`src/verilog/ifd_defines.svh`:
```
// register offsets, opcode patterns and reset values
// assumes a 32-bit apb slave, byte addresses, word aligned
`ifndef IFD_DEFINES_SVH
`define IFD_DEFINES_SVH
`define R_INSTR     8'h00
`define R_FORMAT    8'h04
`define R_OPER      8'h08
`define R_TARGET    8'h0C
`define R_MOVE      8'h10
`define R_TABLE_PTR 8'h14
`define R_TBLLAT    8'h18
`define R_TBLADR    8'h1C
`define R_ACC       8'h20
`define R_BANK      8'h24
`define R_FOPND     8'h28
`define R_PROD      8'h2C
`define R_SHADOW    8'h30
`define R_CTRL      8'h34
`define RST_BYTE    8'h00
`define RST_PTR     21'h000000
`define OSC_PER_ICYC 4
`define ACCESS_BANK 4'h0
`define OP_CONT     4'hF
`define OP_MOVE     4'hC
`define OP_RBRA     4'hD
`define OP_CTL      4'hE
`define PAT_TBLRD   14'h0002
`define PAT_TBLWR   14'h0003
`define PAT_RET     15'h0009
`define PAT_CALL    7'h76
`define PAT_JUMP    8'hEF
`define PAT_MULWF   7'h01
`define PAT_MULLW   8'h0D
`define PAT_LITB    4'h1
`define ALU_ADD     6'h09
`define ALU_AND     6'h05
`define ALU_IOR     6'h04
`define ALU_XOR     6'h06
`define ALU_COM     6'h07
`define ALU_MOV     6'h14
`define ALU_INC     6'h0A
`define ALU_DEC     6'h01
`endif

```
`src/verilog/ifd_pkg.sv`:
```
// types shared by the decoder top and the field extractor
// assumes ifd_defines.svh for all numeric constants
package ifd_pkg;
  typedef logic [31:0] apb_data_t;
  typedef enum logic [2:0] {
    FMT_BYTE, FMT_BIT, FMT_LIT, FMT_CTRL, FMT_MOVE, FMT_CONT
  } fmt_t;
  // order follows the two mode bits of table ops
  typedef enum logic [1:0] {
    TM_NONE, TM_POST_INC, TM_POST_DEC, TM_PRE_INC
  } tmode_t;
  typedef enum logic {ST_FIRST, ST_SECOND} seq_t;
  typedef struct packed {
    fmt_t        fmt;
    logic [5:0]  op6;
    logic        d;
    logic        a;
    logic [2:0]  bitn;
    logic [7:0]  faddr;
    logic [7:0]  lit;
    logic [6:0]  indexed_source_offset;
    logic [6:0]  indexed_dest_offset;
    tmode_t      tmode;
    logic        fast;
    logic        rel;
    logic [20:0] target;
    logic [11:0] fs;
    logic [11:0] fd;
    logic        two_word;
    logic        pc_chg;
    logic        cond_cap;
    logic        tbl_rd;
    logic        tbl_wr;
    logic        call;
    logic        ret;
    logic        mul;
    logic        mul_lit;
  } fields_t;
endpackage

```
`src/verilog/fld_if.sv`:
```
// carries a fetched word to the field extractor and fields back
// assumes both ends run combinationally on one clock
`timescale 1ns/10ps
interface fld_if;
  logic [15:0]      word;
  logic [15:0]      first;
  logic             pend;
  ifd_pkg::fields_t f;
  modport dec  (input word, first, pend, output f);
  modport core (output word, first, pend, input f);
endinterface

```
`src/verilog/instruction_format_decoder.sv`:
```
// apb-mapped operand decoder for 16-bit core instruction words
// assumes an apb3 master on pclk; no wait on other clocks
//
// Function
// RULE1 - apply table pointer mode on table ops
// RULE2 - relative offsets signed, call/jump targets absolute
// RULE3 - fast bit saves or restores shadow copies
// RULE4 - 21-bit table pointer, 8-bit table latch
// RULE5 - don't-care bits never affect decoding
// RULE6 - 7-bit source and destination index offsets
// RULE7 - destination bit picks accumulator or file
// RULE8 - 8-bit file address; access bit picks bank
// RULE9 - two-word move, 12-bit source and destination
// RULE10 - 3-bit bit number for bit ops
// RULE11 - 8-bit literal from low instruction bits
// RULE12 - two-word jump/call forms 20-bit target
// RULE13 - 11-bit always branch, 8-bit conditional branch
// RULE14 - product split into high and low bytes
// RULE15 - lone second word runs as no-operation
// RULE16 - cycle is four oscillator periods
// RULE17 - true test or pc change adds cycle
// RULE18 - classify format before extracting fields
//
// Our own choices: the placing of the registers and register access over APB.
`timescale 1ns/10ps
`include "ifd_defines.svh"
module instruction_format_decoder (
  input  wire logic              pclk,    // bus clock
  input  wire logic              presetn, // async reset, low
  input  wire logic              ce,      // clock enable
  input  wire logic              psel,    // apb select
  input  wire logic              penable, // apb access phase
  input  wire logic              pwrite,  // apb write
  input  wire logic [7:0]        paddr,   // apb byte address
  input  wire ifd_pkg::apb_data_t pwdata, // apb write data
  output      ifd_pkg::apb_data_t prdata, // apb read data
  output      logic              pready,  // apb ready
  output      logic              pslverr  // apb error
);
  import ifd_pkg::*;

  typedef struct packed {
    logic        pready;
    logic        pslverr;
    apb_data_t   prdata;
    seq_t        seq;
    logic [15:0] first;
    logic [15:0] last;
    fields_t     fld;
    logic [2:0]  cyc;
    logic [20:0] table_pointer;
    logic [20:0] tbladr;
    logic [7:0]  table_latch_byte;
    logic [7:0]  acc;
    logic [7:0]  bank;
    logic [7:0]  fopnd;
    logic [15:0] prod;
    logic [7:0]  sh_acc;
    logic [7:0]  sh_bank;
    logic        cond;
  } state_t;

  state_t      r;
  state_t      nxt;
  fld_if       io ();
  logic        access;
  logic        done;
  logic        wr;
  logic        known;
  logic        exec;
  logic [7:0]  addr;
  logic [7:0]  opnd;
  logic [8:0]  alu_out;
  logic [11:0] eff;
  apb_data_t   rd;

  // one step of the table pointer in the given mode
  function automatic logic [20:0] tstep(input logic [20:0] p,
                                        input tmode_t m);
    case (m)
      TM_POST_INC: tstep = p + 21'h000001;
      TM_PRE_INC:  tstep = p + 21'h000001;
      TM_POST_DEC: tstep = p - 21'h000001;
      default:     tstep = p;
    endcase
  endfunction

  // small alu for byte ops; top bit flags a result
  function automatic logic [8:0] alu(input logic [5:0] op,
                                     input logic [7:0] a,
                                     input logic [7:0] f);
    case (op)
      `ALU_ADD: alu = {1'b1, a + f};
      `ALU_AND: alu = {1'b1, a & f};
      `ALU_IOR: alu = {1'b1, a | f};
      `ALU_XOR: alu = {1'b1, a ^ f};
      `ALU_COM: alu = {1'b1, ~f};
      `ALU_MOV: alu = {1'b1, f};
      `ALU_INC: alu = {1'b1, f + 8'h01};
      `ALU_DEC: alu = {1'b1, f - 8'h01};
      default:  alu = 9'h000;
    endcase
  endfunction

  field_extract u_extract (
    .io (io)
  );

  // present the bus word; a 1111 word completes a pending pair
  assign io.word  = pwdata[15:0];
  assign io.first = r.first;
  assign io.pend  = (r.seq == ST_SECOND) &&
                    (pwdata[15:12] == `OP_CONT);

  assign access = psel && penable;
  assign done   = access && r.pready;
  assign addr   = {paddr[7:2], 2'b00};
  assign wr     = done && pwrite && (paddr[1:0] == 2'b00);
  // a lone opening word of a pair waits for its second word
  assign exec   = wr && (addr == `R_INSTR) &&
                  (io.pend || !io.f.two_word);
  assign opnd   = io.f.mul_lit ? io.f.lit : r.fopnd;
  assign alu_out = alu(io.f.op6, r.acc, r.fopnd);
  // bank from select reg or forced access bank [RULE8]
  assign eff    = r.fld.a ? {r.bank[3:0], r.fld.faddr}
                          : {`ACCESS_BANK, r.fld.faddr};

  // read mux; unmapped offsets answer with an error
  always_comb begin
    rd    = '0;
    known = (paddr[1:0] == 2'b00);
    case (addr)
      `R_INSTR:  rd = {16'h0000, r.last};
      `R_FORMAT: rd = {9'h000, r.fld.pc_chg, r.fld.two_word,
                       5'(r.cyc * `OSC_PER_ICYC), // [RULE16]
                       r.cyc, r.fld.rel, r.fld.fast,
                       r.fld.tmode, r.fld.bitn, r.fld.a,
                       r.fld.d, (r.seq == ST_SECOND),
                       r.fld.fmt};
      `R_OPER:   rd = {2'b00, r.fld.indexed_dest_offset,
                       r.fld.indexed_source_offset,
                       r.fld.lit, r.fld.faddr};
      `R_TARGET: rd = {r.fld.rel, 10'h000, r.fld.target};
      `R_MOVE:   rd = (r.fld.fmt == FMT_MOVE)
                      ? {8'h00, r.fld.fd, r.fld.fs}
                      : {20'h00000, eff};
      `R_TABLE_PTR: rd = {11'h000, r.table_pointer};
      `R_TBLLAT: rd = {24'h000000, r.table_latch_byte};
      `R_TBLADR: rd = {11'h000, r.tbladr};
      `R_ACC:    rd = {24'h000000, r.acc};
      `R_BANK:   rd = {24'h000000, r.bank};
      `R_FOPND:  rd = {24'h000000, r.fopnd};
      `R_PROD:   rd = {16'h0000, r.prod};
      `R_SHADOW: rd = {16'h0000, r.sh_bank, r.sh_acc};
      `R_CTRL:   rd = {31'h00000000, r.cond};
      default:   known = 1'b0;
    endcase
  end

  // next state: bus handshake, register writes, word execution
  always_comb begin
    nxt = r;
    // one wait state; answer is built while pready is low
    nxt.pready = access && !r.pready;
    if (access && !r.pready) begin
      nxt.prdata  = pwrite ? '0 : (known ? rd : '0);
      nxt.pslverr = !known;
    end else if (done) begin
      nxt.pslverr = 1'b0;
    end
    if (wr) begin
      case (addr)
        `R_TABLE_PTR: nxt.table_pointer = pwdata[20:0]; // [RULE4]
        `R_TBLLAT: nxt.table_latch_byte = pwdata[7:0];  // [RULE4]
        `R_ACC:    nxt.acc    = pwdata[7:0];
        `R_BANK:   nxt.bank   = pwdata[7:0];
        `R_FOPND:  nxt.fopnd  = pwdata[7:0];
        `R_CTRL:   nxt.cond   = pwdata[0];
        default:   nxt.cond   = r.cond;
      endcase
    end
    // instruction word written: decode, maybe wait for pair
    if (wr && (addr == `R_INSTR)) begin
      nxt.last = pwdata[15:0];
      nxt.fld  = io.f;
      if (!io.pend) begin
        nxt.first = pwdata[15:0];
      end
      // a broken pair is dropped; the new word starts afresh
      nxt.seq = (!io.pend && io.f.two_word) ? ST_SECOND
                                             : ST_FIRST;
      if (!exec) begin
        nxt.cyc = 3'h0;
      end
    end
    if (exec) begin
      // pair, pc change or true test add a cycle [RULE16] [RULE17]
      nxt.cyc = (io.pend || io.f.pc_chg ||
                 (io.f.cond_cap && r.cond)) ? 3'h2 : 3'h1;
      // table ops walk the pointer in the chosen mode [RULE1]
      if (io.f.tbl_rd || io.f.tbl_wr) begin
        nxt.table_pointer = tstep(r.table_pointer, io.f.tmode);
        nxt.tbladr = (io.f.tmode == TM_PRE_INC)
                     ? tstep(r.table_pointer, TM_PRE_INC)
                     : r.table_pointer;
      end
      // split product into high and low bytes [RULE14]
      if (io.f.mul || io.f.mul_lit) begin
        nxt.prod = r.acc * opnd;
      end
      // result to accumulator on d=0, file on d=1 [RULE7]
      if (io.f.fmt == FMT_BYTE && alu_out[8]) begin
        if (io.f.d) begin
          nxt.fopnd = alu_out[7:0];
        end else begin
          nxt.acc = alu_out[7:0];
        end
      end
      // shadows move only when the fast bit is set [RULE3]
      if (io.f.call && io.f.fast) begin
        nxt.sh_acc  = r.acc;
        nxt.sh_bank = r.bank;
      end
      if (io.f.ret && io.f.fast) begin
        nxt.acc  = r.sh_acc;
        nxt.bank = r.sh_bank;
      end
    end
  end

  // all state in one register; ce low freezes everything
  always_ff @(posedge pclk or negedge presetn) begin
    if (!presetn) begin
      r <= '0;
    end else if (ce) begin
      r <= nxt;
    end
  end

  assign prdata  = r.prdata;
  assign pready  = r.pready;
  assign pslverr = r.pslverr;
endmodule

```
`src/verilog/field_extract.sv`:
```
// combinational operand field extraction for one instruction word
// assumes first holds the opening word while pend is high
`timescale 1ns/10ps
module field_extract (
  fld_if.dec io // word in, fields out
);
  import ifd_pkg::*;
  logic [15:0] w;

  // sign extend a long or short relative offset to 21 bits
  function automatic logic [20:0] sx(input logic [10:0] v,
                                     input logic short);
    sx = short ? {{13{v[7]}}, v[7:0]} : {{10{v[10]}}, v};
  endfunction

  // classify by top bits first, then pick fields [RULE18]
  always_comb begin
    w = io.pend ? io.first : io.word;
    io.f = '0;
    io.f.op6   = w[15:10];
    io.f.d     = w[9];                          // [RULE7]
    io.f.a     = w[8];                          // [RULE8]
    io.f.faddr = w[7:0];                        // [RULE8]
    io.f.bitn  = w[11:9];                       // [RULE10]
    io.f.lit   = w[7:0];                        // [RULE11]
    io.f.indexed_source_offset = w[6:0];        // [RULE6]
    io.f.indexed_dest_offset   = io.pend ? io.word[6:0]
                                         : w[6:0]; // [RULE6]
    io.f.tmode = tmode_t'(w[1:0]);              // [RULE1]
    io.f.fast  = w[0];                          // [RULE3]
    // unused bits never enter a compare below [RULE5]
    case (w[15:12])
      4'h0: begin
        if (w[11:8] == 4'h0) begin
          io.f.fmt    = FMT_CTRL;
          io.f.tbl_rd = (w[15:2] == `PAT_TBLRD);
          io.f.tbl_wr = (w[15:2] == `PAT_TBLWR);
          io.f.ret    = (w[15:1] == `PAT_RET);
          io.f.pc_chg = io.f.ret;
        end else if (w[11] || w[11:8] == `PAT_LITB) begin
          io.f.fmt     = FMT_LIT;
          io.f.mul_lit = (w[15:8] == `PAT_MULLW);
        end else begin
          io.f.fmt = FMT_BYTE;
          io.f.mul = (w[15:9] == `PAT_MULWF);
        end
      end
      4'h1, 4'h2, 4'h3, 4'h4, 4'h5, 4'h6: io.f.fmt = FMT_BYTE;
      4'h7, 4'h8, 4'h9, 4'hA, 4'hB: begin
        io.f.fmt      = FMT_BIT;
        io.f.cond_cap = (w[15:13] == 3'b101);
      end
      `OP_MOVE: begin
        io.f.fmt      = FMT_MOVE;
        io.f.two_word = 1'b1;                   // [RULE9]
        io.f.fs       = w[11:0];                // [RULE9]
        io.f.fd       = io.word[11:0];          // [RULE9]
      end
      `OP_RBRA: begin
        io.f.fmt    = FMT_CTRL;
        io.f.rel    = 1'b1;
        io.f.pc_chg = 1'b1;
        io.f.target = sx(w[10:0], 1'b0);        // [RULE13] [RULE2]
      end
      `OP_CTL: begin
        io.f.fmt = FMT_CTRL;
        if (!w[11]) begin
          io.f.rel      = 1'b1;
          io.f.cond_cap = 1'b1;
          io.f.target   = sx(w[10:0], 1'b1);    // [RULE13] [RULE2]
        end else if (w[15:9] == `PAT_CALL ||
                     w[15:8] == `PAT_JUMP) begin
          io.f.call     = (w[15:9] == `PAT_CALL);
          io.f.fast     = w[8];                 // [RULE3]
          io.f.two_word = 1'b1;
          io.f.pc_chg   = 1'b1;
          // absolute target, low byte first word [RULE12] [RULE2]
          io.f.target   = {1'b0, io.word[11:0], w[7:0]};
        end
      end
      // a lone continuation word is a no-operation [RULE15]
      `OP_CONT: io.f.fmt = FMT_CONT;
      default: io.f.fmt = FMT_CTRL;
    endcase
  end
endmodule

```
`config.mk`:
```
export PLATFORM = sky130hd
export DESIGN_NAME = instruction_format_decoder
export DESIGN_NICKNAME = d
export VERILOG_FILES = /design/src/verilog/ifd_pkg.sv /design/src/verilog/fld_if.sv /design/src/verilog/instruction_format_decoder.sv /design/src/verilog/field_extract.sv
export VERILOG_INCLUDE_DIRS = /design/src /design/src/verilog
export SDC_FILE = /design/constraint.sdc
export NUM_CORES = 1
export LEC_CHECK = 0
export ABC_AREA = 1
export BUFFER_PORTS_ARGS = -buffer_cell sky130_fd_sc_hd__buf_2
export CAP_MARGIN = 20
export CELL_PAD_IN_SITES_DETAIL_PLACEMENT = 1
export CELL_PAD_IN_SITES_GLOBAL_PLACEMENT = 1
export CORE_ASPECT_RATIO = 0.6
export CORE_MARGIN = 2
export CORE_UTILIZATION = 42
export CTS_CLUSTER_DIAMETER = 80
export DETAILED_ROUTE_END_ITERATION = 16
export PLACE_DENSITY = 0.87
export SKIP_LAST_GASP = 1
export SLEW_MARGIN = 20
export SYNTH_ARGS = -nofsm -noshare
export SYNTH_HDL_FRONTEND = slang
export SYNTH_SLANG_ARGS = --single-unit
```
`constraint.sdc`:
```
create_clock -name pclk -period 5.01 [get_ports pclk]
set_input_delay 1.002 -clock pclk [delete_from_list [all_inputs] [get_ports pclk]]
set_output_delay 1.002 -clock pclk [all_outputs]
set_load 0.01 [all_outputs]
```
==> flow_metrics.env <==
export IMPL_netlist_cell_type_count=51
export IMPL_syn_area_sq_mm=0.0163
export IMPL_fin_util=0.505
export IMPL_drtIter0Drc=2633
export IMPL_synth_fp_nets=2373
export IMPL_synth_top_cell_by_area="dfrtp_1"
export IMPL_syn_to_final_growth_pct=17.5
export IMPL_power_mw=8.52
export IMPL_yosysSeqAreaShare=0.359
export IMPL_final_common_cell="nand2_1"
export IMPL_worst_pin_slew_ns=1.27
export IMPL_antenna_found_initial=9
export IMPL_worstReg2RegStart="r[244]$_DFFE_PN0P_"
export IMPL_drc=0
export IMPL_crit_buf_inv=10
export IMPL_worst_slack_ns=-0.623
export IMPL_reg2reg_depth=30
export IMPL_drt_met1_wl_mm=33.5
export IMPL_route_top_layer_used="met5"
export IMPL_worstSetupEndpoint="r[29]$_DFFE_PN0P_"
export IMPL_yosys_warnings=0
export IMPL_root_buffer="clkbuf_16"
export IMPL_rsz0062_at_grt="true"
export IMPL_max_vdd_ir_drop_mv=0.472
export IMPL_wire_per_inst_um=26.9
export IMPL_status="finished, violations left"
export IMPL_skew_ns=0.0242
export IMPL_cts_htree_levels=1
export IMPL_layout_common_cells="nand2_1, inv_1, o21ai_0"
export IMPL_totalWireLength_mm=78.0
export IMPL_crit_family="adder cells"
export IMPL_report_final_slew_viol_count=0
export IMPL_startpoint="pwdata[12]"
export IMPL_grt_ovfl_total=0
export IMPL_grt_pass1_vias=17671
export IMPL_stdcell_area_sq_mm=0.0192
export IMPL_relSlewSlack=0.153
export IMPL_yosysTopAreaCellShare=0.359
export IMPL_place_congestion=1.02
export IMPL_synth_main_ff_cell="dfrtp_1"
export IMPL_avgSynthCellArea_sq_um=7.33
export IMPL_place_area_sq_mm=0.0180
export IMPL_viasPerCell=6.15
export IMPL_worstSetupPathType="in2reg"
export IMPL_crit_arrival_ns=6.10
export IMPL_max_freq_mhz=178
export IMPL_hpwl_mm=59.9
export IMPL_die_area_sq_mm=0.0405
export IMPL_dr_total_vias=17841
export IMPL_startpoint_type="primary input"
export IMPL_rows=55
export IMPL_dp_slack_ns=-1.54
export IMPL_cp_depth=31
export IMPL_cp_max_fo=8
export IMPL_holdWs_ns=0.489
export IMPL_wl_met2_mm=29.5
export IMPL_slowest_stage="fa_1"
export IMPL_async_reset_ff_frac=1.00
export IMPL_drive_gt1_frac=0.159
export IMPL_grt_usage=0.383
export IMPL_violations="setup timing"
export IMPL_max_stage_delay_ns=0.59
export IMPL_numPortBuffers=67
export IMPL_power_leakage_nw=9.83
export IMPL_power_density_mw_per_mm2=444
export IMPL_ant_nets=0
export IMPL_worst_r2r_endpoint="r[29]$_DFFE_PN0P_"
export IMPL_setup_violations=10
export IMPL_clockBufferDepth=3
export IMPL_grt_pass1_wl_mm=115
export IMPL_n_fill_cell=4799
export IMPL_synth_seq_cells=234
export IMPL_layout_nets=2507
export IMPL_clk_pin_slew_ns=0.07
export IMPL_cp_common_cell="fa_1"
export IMPL_finalCritPeriodShare=1.12
export IMPL_wl_met3_mm=12.9
export IMPL_grt_max_degree=118
export IMPL_seqCellArea_sq_mm=0.00586
export IMPL_core_sq_mm=0.0380
export IMPL_clk_latency_ns=0.58
export IMPL_hold_class="reg2reg"
export IMPL_start_util=0.430
export IMPL_synth_edff_count=0
export IMPL_cts_tree="yes"
export IMPL_clock_sinks=234
export IMPL_multi_input_area_sq_mm=0.00910
export IMPL_die_height_um=157
export IMPL_cts_buffers=25
export IMPL_synthCells=2228
export IMPL_die_x_um=259
export IMPL_max_cap_viol_count=0
export IMPL_end_kind="register"
export IMPL_cp_required_ns=5.48
export IMPL_regToRegSetupSlack_ns=-0.44
export IMPL_period_minus_slack_ns=5.63
export IMPL_yosys_top_cells_area="dfrtp_1, nand2_1, o21ai_0"
export IMPL_ioPinCount=80
export IMPL_first_pass_iters=8
export IMPL_hold_viol_final=0
==> worst min path at each step <==
| stage | end | from | cells after the start | slack (ns) |
|---|---|---|---|---|
| 5_1_grt | r[79]$_DFFE_PN0P_ | r[79]$_DFFE_PN0P_ | 1 | 0.51 |
| 6_report | prdata[2]$_DFFE_PN0P_ | prdata[2]$_DFFE_PN0P_ | 2 | 0.49 |
| 3_5_place_dp | prdata[2]$_DFFE_PN0P_ | prdata[2]$_DFFE_PN0P_ | 2 | 0.47 |
| 3_3_place_gp | prdata[7]$_DFFE_PN0P_ | prdata[7]$_DFFE_PN0P_ | 2 | 0.46 |
| 4_1_cts | prdata[2]$_DFFE_PN0P_ | prdata[2]$_DFFE_PN0P_ | 2 | 0.49 |
| 2_1_floorplan | r[127]$_DFFE_PN0P_ | r[127]$_DFFE_PN0P_ | 2 | 0.45 |
==> worst reg2reg max path: cells and delay by family, from the launching register on <==
kind | cells | cell delay (ns)
AOI/OAI and AO/OA | 5 | 0.57
buffers and inverters | 10 | 0.97
DFF | 1 | 0.40
adders and majority gates | 5 | 2.31
and+or+nand+nor | 10 | 1.11
==> repair_timing <==
item | CTS | global route
resized for setup | 36 | 30
pin swaps | 28 | 31
hold buffers | 0 | 0
endpoints found under the hold margin | 0 | 0
setup buffers | 7 | 6
setup endpoints to repair | 10 | 10
==> cell usage after synthesis, types with 6 or more instances <==
| cell type | count |
|---|---|
| fa_1 | 37 |
| nand2_2 | 14 |
| o21a_1 | 11 |
| nor2_1 | 194 |
| o21ai_0 | 267 |
| nor4_1 | 6 |
| o22ai_1 | 49 |
| buf_2 | 18 |
| ha_1 | 62 |
| clkbuf_1 | 59 |
| o221ai_1 | 6 |
| o21ai_1 | 33 |
| inv_2 | 10 |
| buf_4 | 34 |
| xor2_1 | 45 |
| o31ai_1 | 7 |
| dfrtp_1 | 234 |
| a21oi_1 | 79 |
| o211ai_1 | 25 |
| inv_1 | 273 |
| nand3_1 | 66 |
| nand4_1 | 20 |
| a31oi_1 | 9 |
| nand2_1 | 546 |
| nor3_1 | 24 |
| a22oi_1 | 10 |
| or2_2 | 9 |
| a221oi_1 | 22 |
==> layout make-up <==
cell class / count / area share
multi-input combinational: 1585 / 0.474
sequential: 234 / 0.305
timing repair buffer: 228 / 0.0853
inverter: 288 / 0.0567
clock buffer: 34 / 0.0359
tap: 513 / 0.0335
clock inverter: 11 / 0.00822
antenna: 8 / 0.00104
==> per-stage QoR <==
step	TNS [ns]	std cells
CTS	-3.31	2887
floorplan	-3.83	2228
finish	-4.06	2901
detailed placement	-12.13	2836
global placement	-9.48	2836
global route	-5.84	2894
==> sequential cells by signal (all words and copies together) (netlist names) <==
name	count
r	185
prdata	31
io.first	16
pready	1
pslverr	1
==> power by group <==
| part | internal, mW | leakage, nW | total, mW | switching, mW |
|---|---|---|---|---|
| Combinational | 1.90 | 6.56 | 4.42 | 2.52 |
| Clock | 1.13 | 0.410 | 2.03 | 0.901 |
| Sequential | 1.95 | 2.86 | 2.07 | 0.116 |
| Total | 4.99 | 9.83 | 8.52 | 3.54 |
==> cell families (layout without fill, tap and decap cells) <==
logic type                 count (synthesis)  count (layout)  share of synthesized area
and+or+nand+nor                          896             896                      0.226
adders and majority gates                 99              99                     0.0928
muxes                                      3               3                    0.00199
AOI/OAI and AO/OA                        536             536                      0.188
DFF                                      234             234                      0.359
other                                      1               9                   0.000230
xor gates and xnor gates                  50              50                     0.0268
buffers and inverters                    409             561                      0.106
==> per-layer routing <==
layer | track usage | vias to the layer above
li1 | - | 7540
met1 | 0.546 | 8873
met2 | 0.511 | 1240
met3 | 0.190 | 180
met4 | 0.0864 | 8
met5 | 0.00725 | -
Note: power is estimated with default switching activity, not from simulation.
